## src/icw_decoder_pkg.sv

```systemverilog
// Package for the interrupt command word decoder: bit positions, encodings, types.
// Assumes an 8-bit host bus with one address line and a synchronous clock.
package icw_decoder_pkg;

    // First initialization word (address line low, marker bit 4 set)
    localparam int INIT_MARK_BIT     = 4;
    localparam int LEVEL_TRIG_BIT    = 3;
    localparam int CALL_INTERVAL_BIT = 2;
    localparam int SINGLE_DEV_BIT    = 1;
    localparam int MODE_NEEDED_BIT   = 0;

    // Mode word
    localparam int PROC_MODE_BIT     = 0;
    localparam int AUTO_END_BIT      = 1;
    localparam int MASTER_SEL_BIT    = 2;
    localparam int BUFFERED_BIT      = 3;
    localparam int SPECIAL_NEST_BIT  = 4;

    // End/rotate command
    localparam int ROTATE_BIT        = 7;
    localparam int SPECIFIC_BIT      = 6;
    localparam int END_SERVICE_BIT   = 5;
    localparam int OCW_MARK_BIT      = 3;

    // Read/poll command
    localparam int SPECIAL_EN_BIT    = 6;
    localparam int SPECIAL_MASK_BIT  = 5;
    localparam int POLL_BIT          = 2;
    localparam int READ_REG_BIT      = 1;
    localparam int REG_SELECT_BIT    = 0;

    localparam logic [7:0] ZERO_BYTE   = 8'h00;
    localparam logic [2:0] LOWEST_PRIO = 3'h7;

    typedef enum logic [1:0] {
        SEQ_OPER,
        SEQ_VECTOR,
        SEQ_CASCADE,
        SEQ_MODE
    } seq_state_t;

    // Host bus write or read request
    typedef struct packed {
        logic       wr;
        logic       rd;
        logic       addr;
        logic [7:0] data;
    } bus_req_t;

    // Decoded configuration held after initialization
    typedef struct packed {
        logic       levelTrig;
        logic       callInterval;
        logic       singleDev;
        logic       modeNeeded;
        logic [7:0] callAddrLow;
        logic [7:0] vectorBase;
        logic [7:0] cascadeCfg;
        logic       procMode;
        logic       autoEnd;
        logic       masterSel;
        logic       buffered;
        logic       specialNest;
    } config_t;

endpackage

```

## src/interrupt_command_word_decoder.sv

```systemverilog
// Decodes initialization and operational command words of an 8-input priority controller.
// Assumes host bus strobes synchronous to clk, one cycle per access; request lines are synchronous.
// Operation
// - Vectored-type mode: type is five programmed bits above the three-bit input number.
// - Vectored-type mode ignores call-address bits used only by call-vector mode.
// - Cascade word accepted only when first word selected cascade operation.
// - Master: each cascade bit flags a slave on the matching input.
// - Master when pin high unbuffered, or buffered with master bit set; else slave.
// - Slave identity is low three cascade bits, matching the master input wired.
// - Mode word accepted only when first word asked for it.
// - Processor-mode bit one selects vectored-type, zero selects call-vector mode.
// - Auto-end bit ends in-service automatically; otherwise software sends end command.
// - Master/slave bit used only in buffered mode, ignored otherwise.
// - Buffered mode turns the pin into transceiver enable; otherwise select input.
// - Special-nesting bit one selects special fully nested mode, master only advised.
// - After initialization the three operational words are accepted in any order.
// - Mask word write loads mask register; a read returns the mask.
// - Level field names input zero to seven, used only with specific-level bit.
// - End-of-service bit one runs the end form chosen by specific and rotate bits.
// - Rotate bit one performs rotation chosen by specific and end bits.
// - Read-register bit one selects in-service or request register for later reads.
// - Poll bit issues a poll and overrides a read-register request.
// - Special mask mode changes only when the enable bit in the word is one.
// - First word at address low with bit 4 set; bits 3..0 select modes.
// - First word clears in-service, mask and special mask, selects request reads.
// - Words told apart by address line, sequence position and fixed marker bits.
`timescale 1ns/1ps

module interrupt_command_word_decoder (
    // Clock and reset
    input  wire logic                       clk,
    input  wire logic                       rst,
    // Host bus
    input  wire icw_decoder_pkg::bus_req_t  busReq,
    output logic [7:0]                      readData,
    // Interrupt inputs and acknowledge
    input  wire logic [7:0]                 irqLines,
    input  wire logic                       intAck,
    output logic                            intReq,
    output logic [7:0]                      vectorOut,
    // Slave program / enable pin
    input  wire logic                       spEnIn,
    output logic                            spEnOut,
    output logic                            spEnOe,
    // Mode status
    output logic                            isMaster,
    output logic                            specialNestMode,
    output logic                            specialMaskMode,
    output logic                            autoEndMode,
    output logic [7:0]                      slavePresent,
    output logic [2:0]                      slaveIdentity
);

    typedef struct packed {
        icw_decoder_pkg::seq_state_t seq;
        icw_decoder_pkg::config_t    cfg;
        logic [7:0]                  maskReg;
        logic [7:0]                  inService;
        logic [7:0]                  reqReg;
        logic [7:0]                  prevLines;
        logic [2:0]                  lowestPrio;
        logic                        readIsr;
        logic                        pollPending;
        logic                        specialMask;
        logic                        rotateAuto;
        logic                        initDone;
        logic [7:0]                  readData;
        logic                        intReq;
        logic [7:0]                  vectorOut;
        logic                        spEnOut;
        logic                        spEnOe;
        logic                        isMaster;
    } state_t;

    state_t cur;
    state_t next_cur;

    // Highest-priority pending input, scanning from just above the lowest-priority slot
    function automatic logic [3:0] pick(input logic [7:0] pend, input logic [2:0] lowest);
        logic [3:0] res;
        logic [2:0] idx;
        res = 4'h0;
        for (int k = 7; k >= 0; k--) begin
            idx = lowest + 3'(k + 1);
            if (pend[idx]) begin
                res = {1'b1, idx};
            end
        end
        return res;
    endfunction

    logic       wrCtl;
    logic       wrData;
    logic [7:0] din;
    logic [7:0] edgeSeen;
    logic [7:0] pending;
    logic [3:0] winner;
    logic [3:0] topIsr;
    logic [2:0] lvl;
    logic [7:0] lvlBit;

    always_comb begin
        next_cur = cur;
        din      = busReq.data;
        // Address line distinguishes word groups
        wrCtl    = busReq.wr && !busReq.addr;
        wrData   = busReq.wr && busReq.addr;
        lvl      = din[2:0];
        lvlBit   = 8'h01 << lvl;

        // Request register: level mode follows lines, edge mode latches rising edges
        edgeSeen = irqLines & ~cur.prevLines;
        next_cur.prevLines = irqLines;
        if (cur.cfg.levelTrig) begin
            next_cur.reqReg = irqLines;
        end else begin
            next_cur.reqReg = (cur.reqReg | edgeSeen) & irqLines;
        end

        // Nesting: normal mode blocks equal or lower, special nesting blocks only lower
        topIsr   = pick(cur.inService, cur.lowestPrio);
        pending  = cur.reqReg & ~cur.maskReg;
        winner   = pick(pending, cur.lowestPrio);
        if (cur.initDone && winner[3]) begin
            if (topIsr[3] && !cur.specialMask) begin
                next_cur.intReq = (3'(winner[2:0] - cur.lowestPrio - 3'h1) <
                                   3'(topIsr[2:0] - cur.lowestPrio - 3'h1)) ||
                                  (cur.cfg.specialNest && winner[2:0] == topIsr[2:0]);
            end else begin
                next_cur.intReq = 1'b1;
            end
        end else begin
            next_cur.intReq = 1'b0;
        end

        // Acknowledge: load vector, set in-service unless auto end
        if (intAck && winner[3] && cur.initDone) begin
            if (cur.cfg.procMode) begin
                next_cur.vectorOut = {cur.cfg.vectorBase[7:3], winner[2:0]};
            end else if (cur.cfg.callInterval) begin
                next_cur.vectorOut = {cur.cfg.callAddrLow[7:5], winner[2:0], 2'b00};
            end else begin
                next_cur.vectorOut = {cur.cfg.callAddrLow[7:6], winner[2:0], 3'b000};
            end
            next_cur.reqReg[winner[2:0]] = cur.cfg.levelTrig ? cur.reqReg[winner[2:0]] : 1'b0;
            if (cur.cfg.autoEnd) begin
                if (cur.rotateAuto) begin
                    next_cur.lowestPrio = winner[2:0];
                end
            end else begin
                next_cur.inService[winner[2:0]] = 1'b1;
            end
        end

        // Master/slave role and pin use
        if (cur.cfg.buffered) begin
            next_cur.isMaster = cur.cfg.masterSel;
            next_cur.spEnOe   = 1'b0;
            next_cur.spEnOut  = !busReq.rd;
        end else begin
            next_cur.isMaster = spEnIn;
            next_cur.spEnOe   = 1'b1;
            next_cur.spEnOut  = 1'b1;
        end

        // Reads: poll overrides register read; data port reads the mask
        if (busReq.rd) begin
            if (cur.pollPending) begin
                next_cur.readData = {winner[3], 4'h0, winner[2:0]};
                next_cur.pollPending = 1'b0;
                if (winner[3]) begin
                    next_cur.inService[winner[2:0]] = 1'b1;
                    next_cur.reqReg[winner[2:0]] = 1'b0;
                end
            end else if (busReq.addr) begin
                next_cur.readData = cur.maskReg;
            end else begin
                next_cur.readData = cur.readIsr ? cur.inService : cur.reqReg;
            end
        end

        // First initialization word restarts the sequence
        if (wrCtl && din[icw_decoder_pkg::INIT_MARK_BIT]) begin
            next_cur.seq              = icw_decoder_pkg::SEQ_VECTOR;
            next_cur.initDone         = 1'b0;
            next_cur.cfg              = '0;
            next_cur.cfg.levelTrig    = din[icw_decoder_pkg::LEVEL_TRIG_BIT];
            next_cur.cfg.callInterval = din[icw_decoder_pkg::CALL_INTERVAL_BIT];
            next_cur.cfg.singleDev    = din[icw_decoder_pkg::SINGLE_DEV_BIT];
            next_cur.cfg.modeNeeded   = din[icw_decoder_pkg::MODE_NEEDED_BIT];
            next_cur.cfg.callAddrLow  = din;
            next_cur.inService        = icw_decoder_pkg::ZERO_BYTE;
            next_cur.maskReg          = icw_decoder_pkg::ZERO_BYTE;
            next_cur.reqReg           = icw_decoder_pkg::ZERO_BYTE;
            next_cur.prevLines        = irqLines;
            next_cur.specialMask      = 1'b0;
            next_cur.rotateAuto       = 1'b0;
            next_cur.readIsr          = 1'b0;
            next_cur.pollPending      = 1'b0;
            next_cur.lowestPrio       = icw_decoder_pkg::LOWEST_PRIO;
        end else begin
            case (cur.seq)
                icw_decoder_pkg::SEQ_VECTOR: begin
                    if (wrData) begin
                        next_cur.cfg.vectorBase = din;
                        // Cascade and mode words only when asked for
                        if (!cur.cfg.singleDev) begin
                            next_cur.seq = icw_decoder_pkg::SEQ_CASCADE;
                        end else if (cur.cfg.modeNeeded) begin
                            next_cur.seq = icw_decoder_pkg::SEQ_MODE;
                        end else begin
                            next_cur.seq = icw_decoder_pkg::SEQ_OPER;
                            next_cur.initDone = 1'b1;
                        end
                    end
                end
                icw_decoder_pkg::SEQ_CASCADE: begin
                    if (wrData) begin
                        next_cur.cfg.cascadeCfg = din;
                        if (cur.cfg.modeNeeded) begin
                            next_cur.seq = icw_decoder_pkg::SEQ_MODE;
                        end else begin
                            next_cur.seq = icw_decoder_pkg::SEQ_OPER;
                            next_cur.initDone = 1'b1;
                        end
                    end
                end
                icw_decoder_pkg::SEQ_MODE: begin
                    if (wrData) begin
                        next_cur.cfg.procMode    = din[icw_decoder_pkg::PROC_MODE_BIT];
                        next_cur.cfg.autoEnd     = din[icw_decoder_pkg::AUTO_END_BIT];
                        next_cur.cfg.masterSel   = din[icw_decoder_pkg::MASTER_SEL_BIT];
                        next_cur.cfg.buffered    = din[icw_decoder_pkg::BUFFERED_BIT];
                        next_cur.cfg.specialNest = din[icw_decoder_pkg::SPECIAL_NEST_BIT];
                        next_cur.seq             = icw_decoder_pkg::SEQ_OPER;
                        next_cur.initDone        = 1'b1;
                    end
                end
                icw_decoder_pkg::SEQ_OPER: begin
                    // Any order, any number of times
                    if (cur.initDone && wrData) begin
                        next_cur.maskReg = din;
                    end else if (cur.initDone && wrCtl && !din[icw_decoder_pkg::OCW_MARK_BIT]) begin
                        // End/rotate command
                        if (din[icw_decoder_pkg::END_SERVICE_BIT]) begin
                            if (din[icw_decoder_pkg::SPECIFIC_BIT]) begin
                                next_cur.inService = next_cur.inService & ~lvlBit;
                                if (din[icw_decoder_pkg::ROTATE_BIT]) begin
                                    next_cur.lowestPrio = lvl;
                                end
                            end else if (topIsr[3]) begin
                                next_cur.inService[topIsr[2:0]] = 1'b0;
                                if (din[icw_decoder_pkg::ROTATE_BIT]) begin
                                    next_cur.lowestPrio = topIsr[2:0];
                                end
                            end
                        end else if (din[icw_decoder_pkg::SPECIFIC_BIT]) begin
                            if (din[icw_decoder_pkg::ROTATE_BIT]) begin
                                next_cur.lowestPrio = lvl;
                            end
                        end else begin
                            next_cur.rotateAuto = din[icw_decoder_pkg::ROTATE_BIT];
                        end
                    end else if (cur.initDone && wrCtl) begin
                        // Read/poll command
                        if (din[icw_decoder_pkg::POLL_BIT]) begin
                            next_cur.pollPending = 1'b1;
                        end else if (din[icw_decoder_pkg::READ_REG_BIT]) begin
                            next_cur.readIsr = din[icw_decoder_pkg::REG_SELECT_BIT];
                        end
                        if (din[icw_decoder_pkg::SPECIAL_EN_BIT]) begin
                            next_cur.specialMask = din[icw_decoder_pkg::SPECIAL_MASK_BIT];
                        end
                    end
                end
                default: begin
                    next_cur.seq = icw_decoder_pkg::SEQ_OPER;
                end
            endcase
        end
    end

    always_ff @(posedge clk) begin
        if (rst) begin
            cur         <= '0;
            cur.seq     <= icw_decoder_pkg::SEQ_OPER;
            cur.spEnOut <= 1'b1;
            cur.spEnOe  <= 1'b1;
            cur.lowestPrio <= icw_decoder_pkg::LOWEST_PRIO;
        end else begin
            cur <= next_cur;
        end
    end

    // Outputs straight from the state register
    assign readData        = cur.readData;
    assign intReq          = cur.intReq;
    assign vectorOut       = cur.vectorOut;
    assign spEnOut         = cur.spEnOut;
    assign spEnOe          = cur.spEnOe;
    assign isMaster        = cur.isMaster;
    assign specialNestMode = cur.cfg.specialNest;
    assign specialMaskMode = cur.specialMask;
    assign autoEndMode     = cur.cfg.autoEnd;
    assign slavePresent    = cur.cfg.cascadeCfg;
    assign slaveIdentity   = cur.cfg.cascadeCfg[2:0];

endmodule

```

## config.mk

```make
export PLATFORM = sky130hd
export DESIGN_NAME = interrupt_command_word_decoder
export DESIGN_NICKNAME = d
export VERILOG_FILES = /design/src/icw_decoder_pkg.sv /design/src/interrupt_command_word_decoder.sv
export SDC_FILE = /design/constraint.sdc
export NUM_CORES = 1
export LEC_CHECK = 0
export BUFFER_PORTS_ARGS = -buffer_cell sky130_fd_sc_hd__buf_4
export CAP_MARGIN = 30
export CORE_ASPECT_RATIO = 1.1
export CORE_MARGIN = 10
export CORE_UTILIZATION = 55
export CTS_CLUSTER_SIZE = 40
export DETAILED_ROUTE_END_ITERATION = 10
export GPL_TIMING_DRIVEN = 0
export PLACE_DENSITY = 0.84
export SYNTH_ARGS = -nofsm -noshare
export SYNTH_HDL_FRONTEND = slang
export SYNTH_SLANG_ARGS = --single-unit
```

## constraint.sdc

```tcl
create_clock -name clk -period 5.4 [get_ports clk]
set_input_delay 0.81 -clock clk [delete_from_list [all_inputs] [get_ports clk]]
set_output_delay 0.81 -clock clk [all_outputs]
set_load 0.01 [all_outputs]
```

==> results.md <==
- Setup repair after global routing left no endpoint under its margin.
- The area growth from synthesis to layout is 15.2%.
- The number of global-route vias before repair came to 6006.
- Routability-driven placement finished with a final weighted congestion of around 0.99.
- The number of standard-cell rows in the floorplan is 40.
- The dominant synthesized flop cell is dfxtp_1.
- Buffers placed on the I/O ports in this run total 54.
- Buffers added to address setup during post-CTS repair amount to 0.
- Entering global routing, the biggest net connects 14 pins.
- For this design the static power due to leakage is 0.00263 uW.
- The pre-antenna-repair detailed-routing pass consisted of 5 iterations.
- Clock tree synthesis inserted a total of 9 buffers.
- Clock-pin slew was measured on the worst setup and hold paths at 0.06 ns.
- The share of Yosys cell area claimed by the top area cell type is 28.8%.
- The die is 130 um tall.
- The library cell used as clock root buffer is clkbuf_16.
- The clock reaches the later pin of the worst-skew pair after 0.34 ns.
- Counting every instance in the synthesized netlist gives 736.
- The capturing element type of the critical path is a register.
- The total number of vias is 6006.
- The class of the most critical hold timing path is register to register.
- The number of violations reported at the end of detailed-routing iteration 0 is 667.
- The final standard cell area without fillers is 6960 um^2.
- The number of setup violations in the final report is 0.
- The total of max-cap violations is 0.
- The aggregate negative setup slack is 0 ns.
- Measured along the x axis, the die boundary spans around 120 um.
- The upper clock frequency limit is 0.195 GHz.
- The repair_antennas step left the layout with diodes totalling 0.
- The die covers about 16000 um^2.
- The initial cell density of the core is 55.9%.
- The number of hold buffers added after cts is 0.
- The number of H-tree levels is 3.
- The count of filler cells inserted in the layout is 953.
- The via count normalized by instance count is roughly 6.3.
- Data on the critical path is required at its endpoint by 5.64 ns.
- In this run the cell area of the synthesized design comes to 6040 um^2.
- Gates resized during post-CTS repair numbered 0.
- The final period demand of the worst path is 5.14 ns.
- The number of antenna violations at the first check in global routing was 0.
- After global routing the overflow that remains totals 0.
- The transition time of the tightest slew-check pin is 0.752 ns.
- The headroom to the max-slew limit is 48.4%.
- The kind of start point of the critical path is a register.
- The number of nets in the final layout is 836.
- The global-route wire length before repair is around 30000 um.
- Counting flops and latches in the post-synthesis netlist gives 87.
- The most common library cell in the layout ignoring fill and taps is dfxtp_1.
- Counting along the longest clock path gives a buffer depth of 2.
- The peak ir drop on the vdd network is 0.206 mV.
- The share of synthesized registers carrying an async set or reset is 0%.
- The synthesized design contains 0 enable-type register cells.
- The instance area after placement is 6630 um^2.
- The total DRC errors in the routed layout is 0.
- The core footprint is between 10000 and 15000 um^2.
- The number of failing hold endpoints at the final stage came to 0.
- After synthesis, the cell types taking the most area are dfxtp_1 29%, mux4_2 7.1%, mux2i_1 6.1%, a21oi_1 5.7%, nand2_1 5.0%.
- The largest total area in the synthesized netlist belongs to dfxtp_1.
- The clock arrives with 0.00682 ns of skew.
- Dividing the final minimum period by the clock period gives 95.2%.
- The mean post-synth cell area is 8.21 um^2.
- The overall power of the completed layout is 1660 uW.
- The TritonCTS sink count is 87.
- The count of yosys warnings during synthesis is 0.
- The number of different library cells used by synthesis comes to between 70 and 80.
- The final count of pins violating max slew is 0.
- The category of the critical setup timing path is register to register.
- Of all nets on the critical path, the largest fanout is 8.
- The number of antenna-violating nets in the routed design is 0.
- The HPWL after detailed placement is 14000 um.
- The worst hold path passes through 2 cells.
- The ratio of cells with drive above 1 in the final layout is 18.6%.
- The length in cells of the worst reg-to-reg path is 19.
- The flow ran to the end, and the final reports show no timing, DRC or antenna violations.
- Data arrives at the worst endpoint at 5.38 ns.
- The total routed wirelength is between 15000 and 20000 um.
- After detailed routing, the average wire length per cell comes to 19.7 um.
- The proportion of synthesized chip area in sequential cells is 28.8%.
- The I/O pin count is 57.
- The clock tree from TritonCTS is built.
- The power per standard cell area is 238 nW/um^2.
- Across every metal layer, demand over resource in global routing totals 23.6%.
- The number of nets produced by synthesis is 771.
- In the layout the commonest cells are 87 x dfxtp_1, 83 x buf_4, 80 x nand2_1.
[Yosys cell counts (9+ instances only)]
| library cell | instances |
|---|---|
| dfxtp_1 | 87 |
| nand2_1 | 80 |
| a21oi_1 | 69 |
| nor2_1 | 66 |
| nand3_1 | 39 |
| mux2i_1 | 37 |
| clkbuf_1 | 35 |
| buf_4 | 29 |
| nor2b_1 | 27 |
| o21ai_0 | 22 |
| mux4_2 | 19 |
| nand2b_1 | 16 |
| a211oi_1 | 14 |
| inv_1 | 12 |
| nor3_1 | 11 |
| ha_1 | 10 |
| a31oi_1 | 9 |
| and2_1 | 9 |
[state kept, by name (all words and copies together), names as in the netlist]
name             cells
isMaster             1
intReq               1
autoEndMode          1
vectorOut            8
readData             8
cur                 56
spEnOe               1
spEnOut              1
slavePresent         8
specialMaskMode      1
specialNestMode      1
[cell type report]
type                            instances  area (um^2)  share of cell area [%]
Multi-Input combinational cell        555         3790                    54.5
Inverter                               15         56.3                   0.809
Clock inverter                          3         65.1                   0.935
Clock buffer                           12          267                    3.83
Buffer                                 79          447                    6.42
Tap cell                              147          184                    2.64
Sequential cell                        87         1740                    25.0
Timing Repair Buffer                   54          405                    5.82
[power breakdown]
group / total [uW] / internal (uW) / switching [uW]
Clock: 688 / 440 / 248
Combinational: 303 / 113 / 191
Sequential: 667 / 656 / 11.3
[cells by family (layout without fill, tap and decap cells)]
| family | after synthesis | count (layout) | share of synthesized area (%) |
|---|---|---|---|
| flops | 87 | 87 | 28.8 |
| compound gates | 186 | 186 | 20.5 |
| xor+xnor | 12 | 12 | 2.11 |
| buf+inv | 94 | 163 | 8.33 |
| fa+ha+maj | 12 | 12 | 2.73 |
| mux | 62 | 62 | 14.4 |
| simple gates | 283 | 283 | 23.1 |
[worst max-delay path: stages (launching register included)]
cell and delay, ns:
dfxtp_1 0.38, buf_2 0.22, inv_1 0.20, ha_1 0.33, buf_2 0.24, mux4_2 0.62
mux2_2 0.31, nand2_1 0.08, and3_1 0.16, o21ai_1 0.09, mux2i_1 0.55, ha_1 0.27
inv_1 0.05, fa_1 0.37, xnor2_1 0.20, xnor2_1 0.17, ha_1 0.26, a21oi_1 0.19
nor3_1 0.08, a211oi_1 0.25
[metal layers]
| metal | wire, um | GRT usage [%] | vias up |
|---|---|---|---|
| met2 | 9800 | 43.8 | 298 |
| met5 | 0 | 0 | - |
| met4 | 717 | 11.3 | 0 |
| li1 | - | - | 2773 |
| met3 | 1310 | 3.98 | 71 |
| met1 | 6930 | 25.6 | 2864 |
[path summary, 6_finish.rpt]
path	startpoint	end	slack, ns
max reg2reg	cur[26]$_SDFF_PP1_	intReq$_SDFF_PP0_	0.26
max	cur[26]$_SDFF_PP1_	intReq$_SDFF_PP0_	0.26
min	cur[87]$_SDFFE_PP0P_	cur[87]$_SDFFE_PP0P_	0.45
min reg2reg	cur[87]$_SDFFE_PP0P_	cur[87]$_SDFFE_PP0P_	0.45
[metrics by stage]
stage                     utilization (%)  hold slack [ns]  setup WS, ns  instances
after floorplan                         -            0.409          1.22        736
after global placement               61.3            0.443         0.513        937
after detailed placement             61.3            0.448         0.370        937
after CTS                            64.4            0.456         0.331        952
after global routing                 64.4            0.478        0.0299        952
final                                64.4            0.452         0.261        952
(Power assumes the default switching activity.)
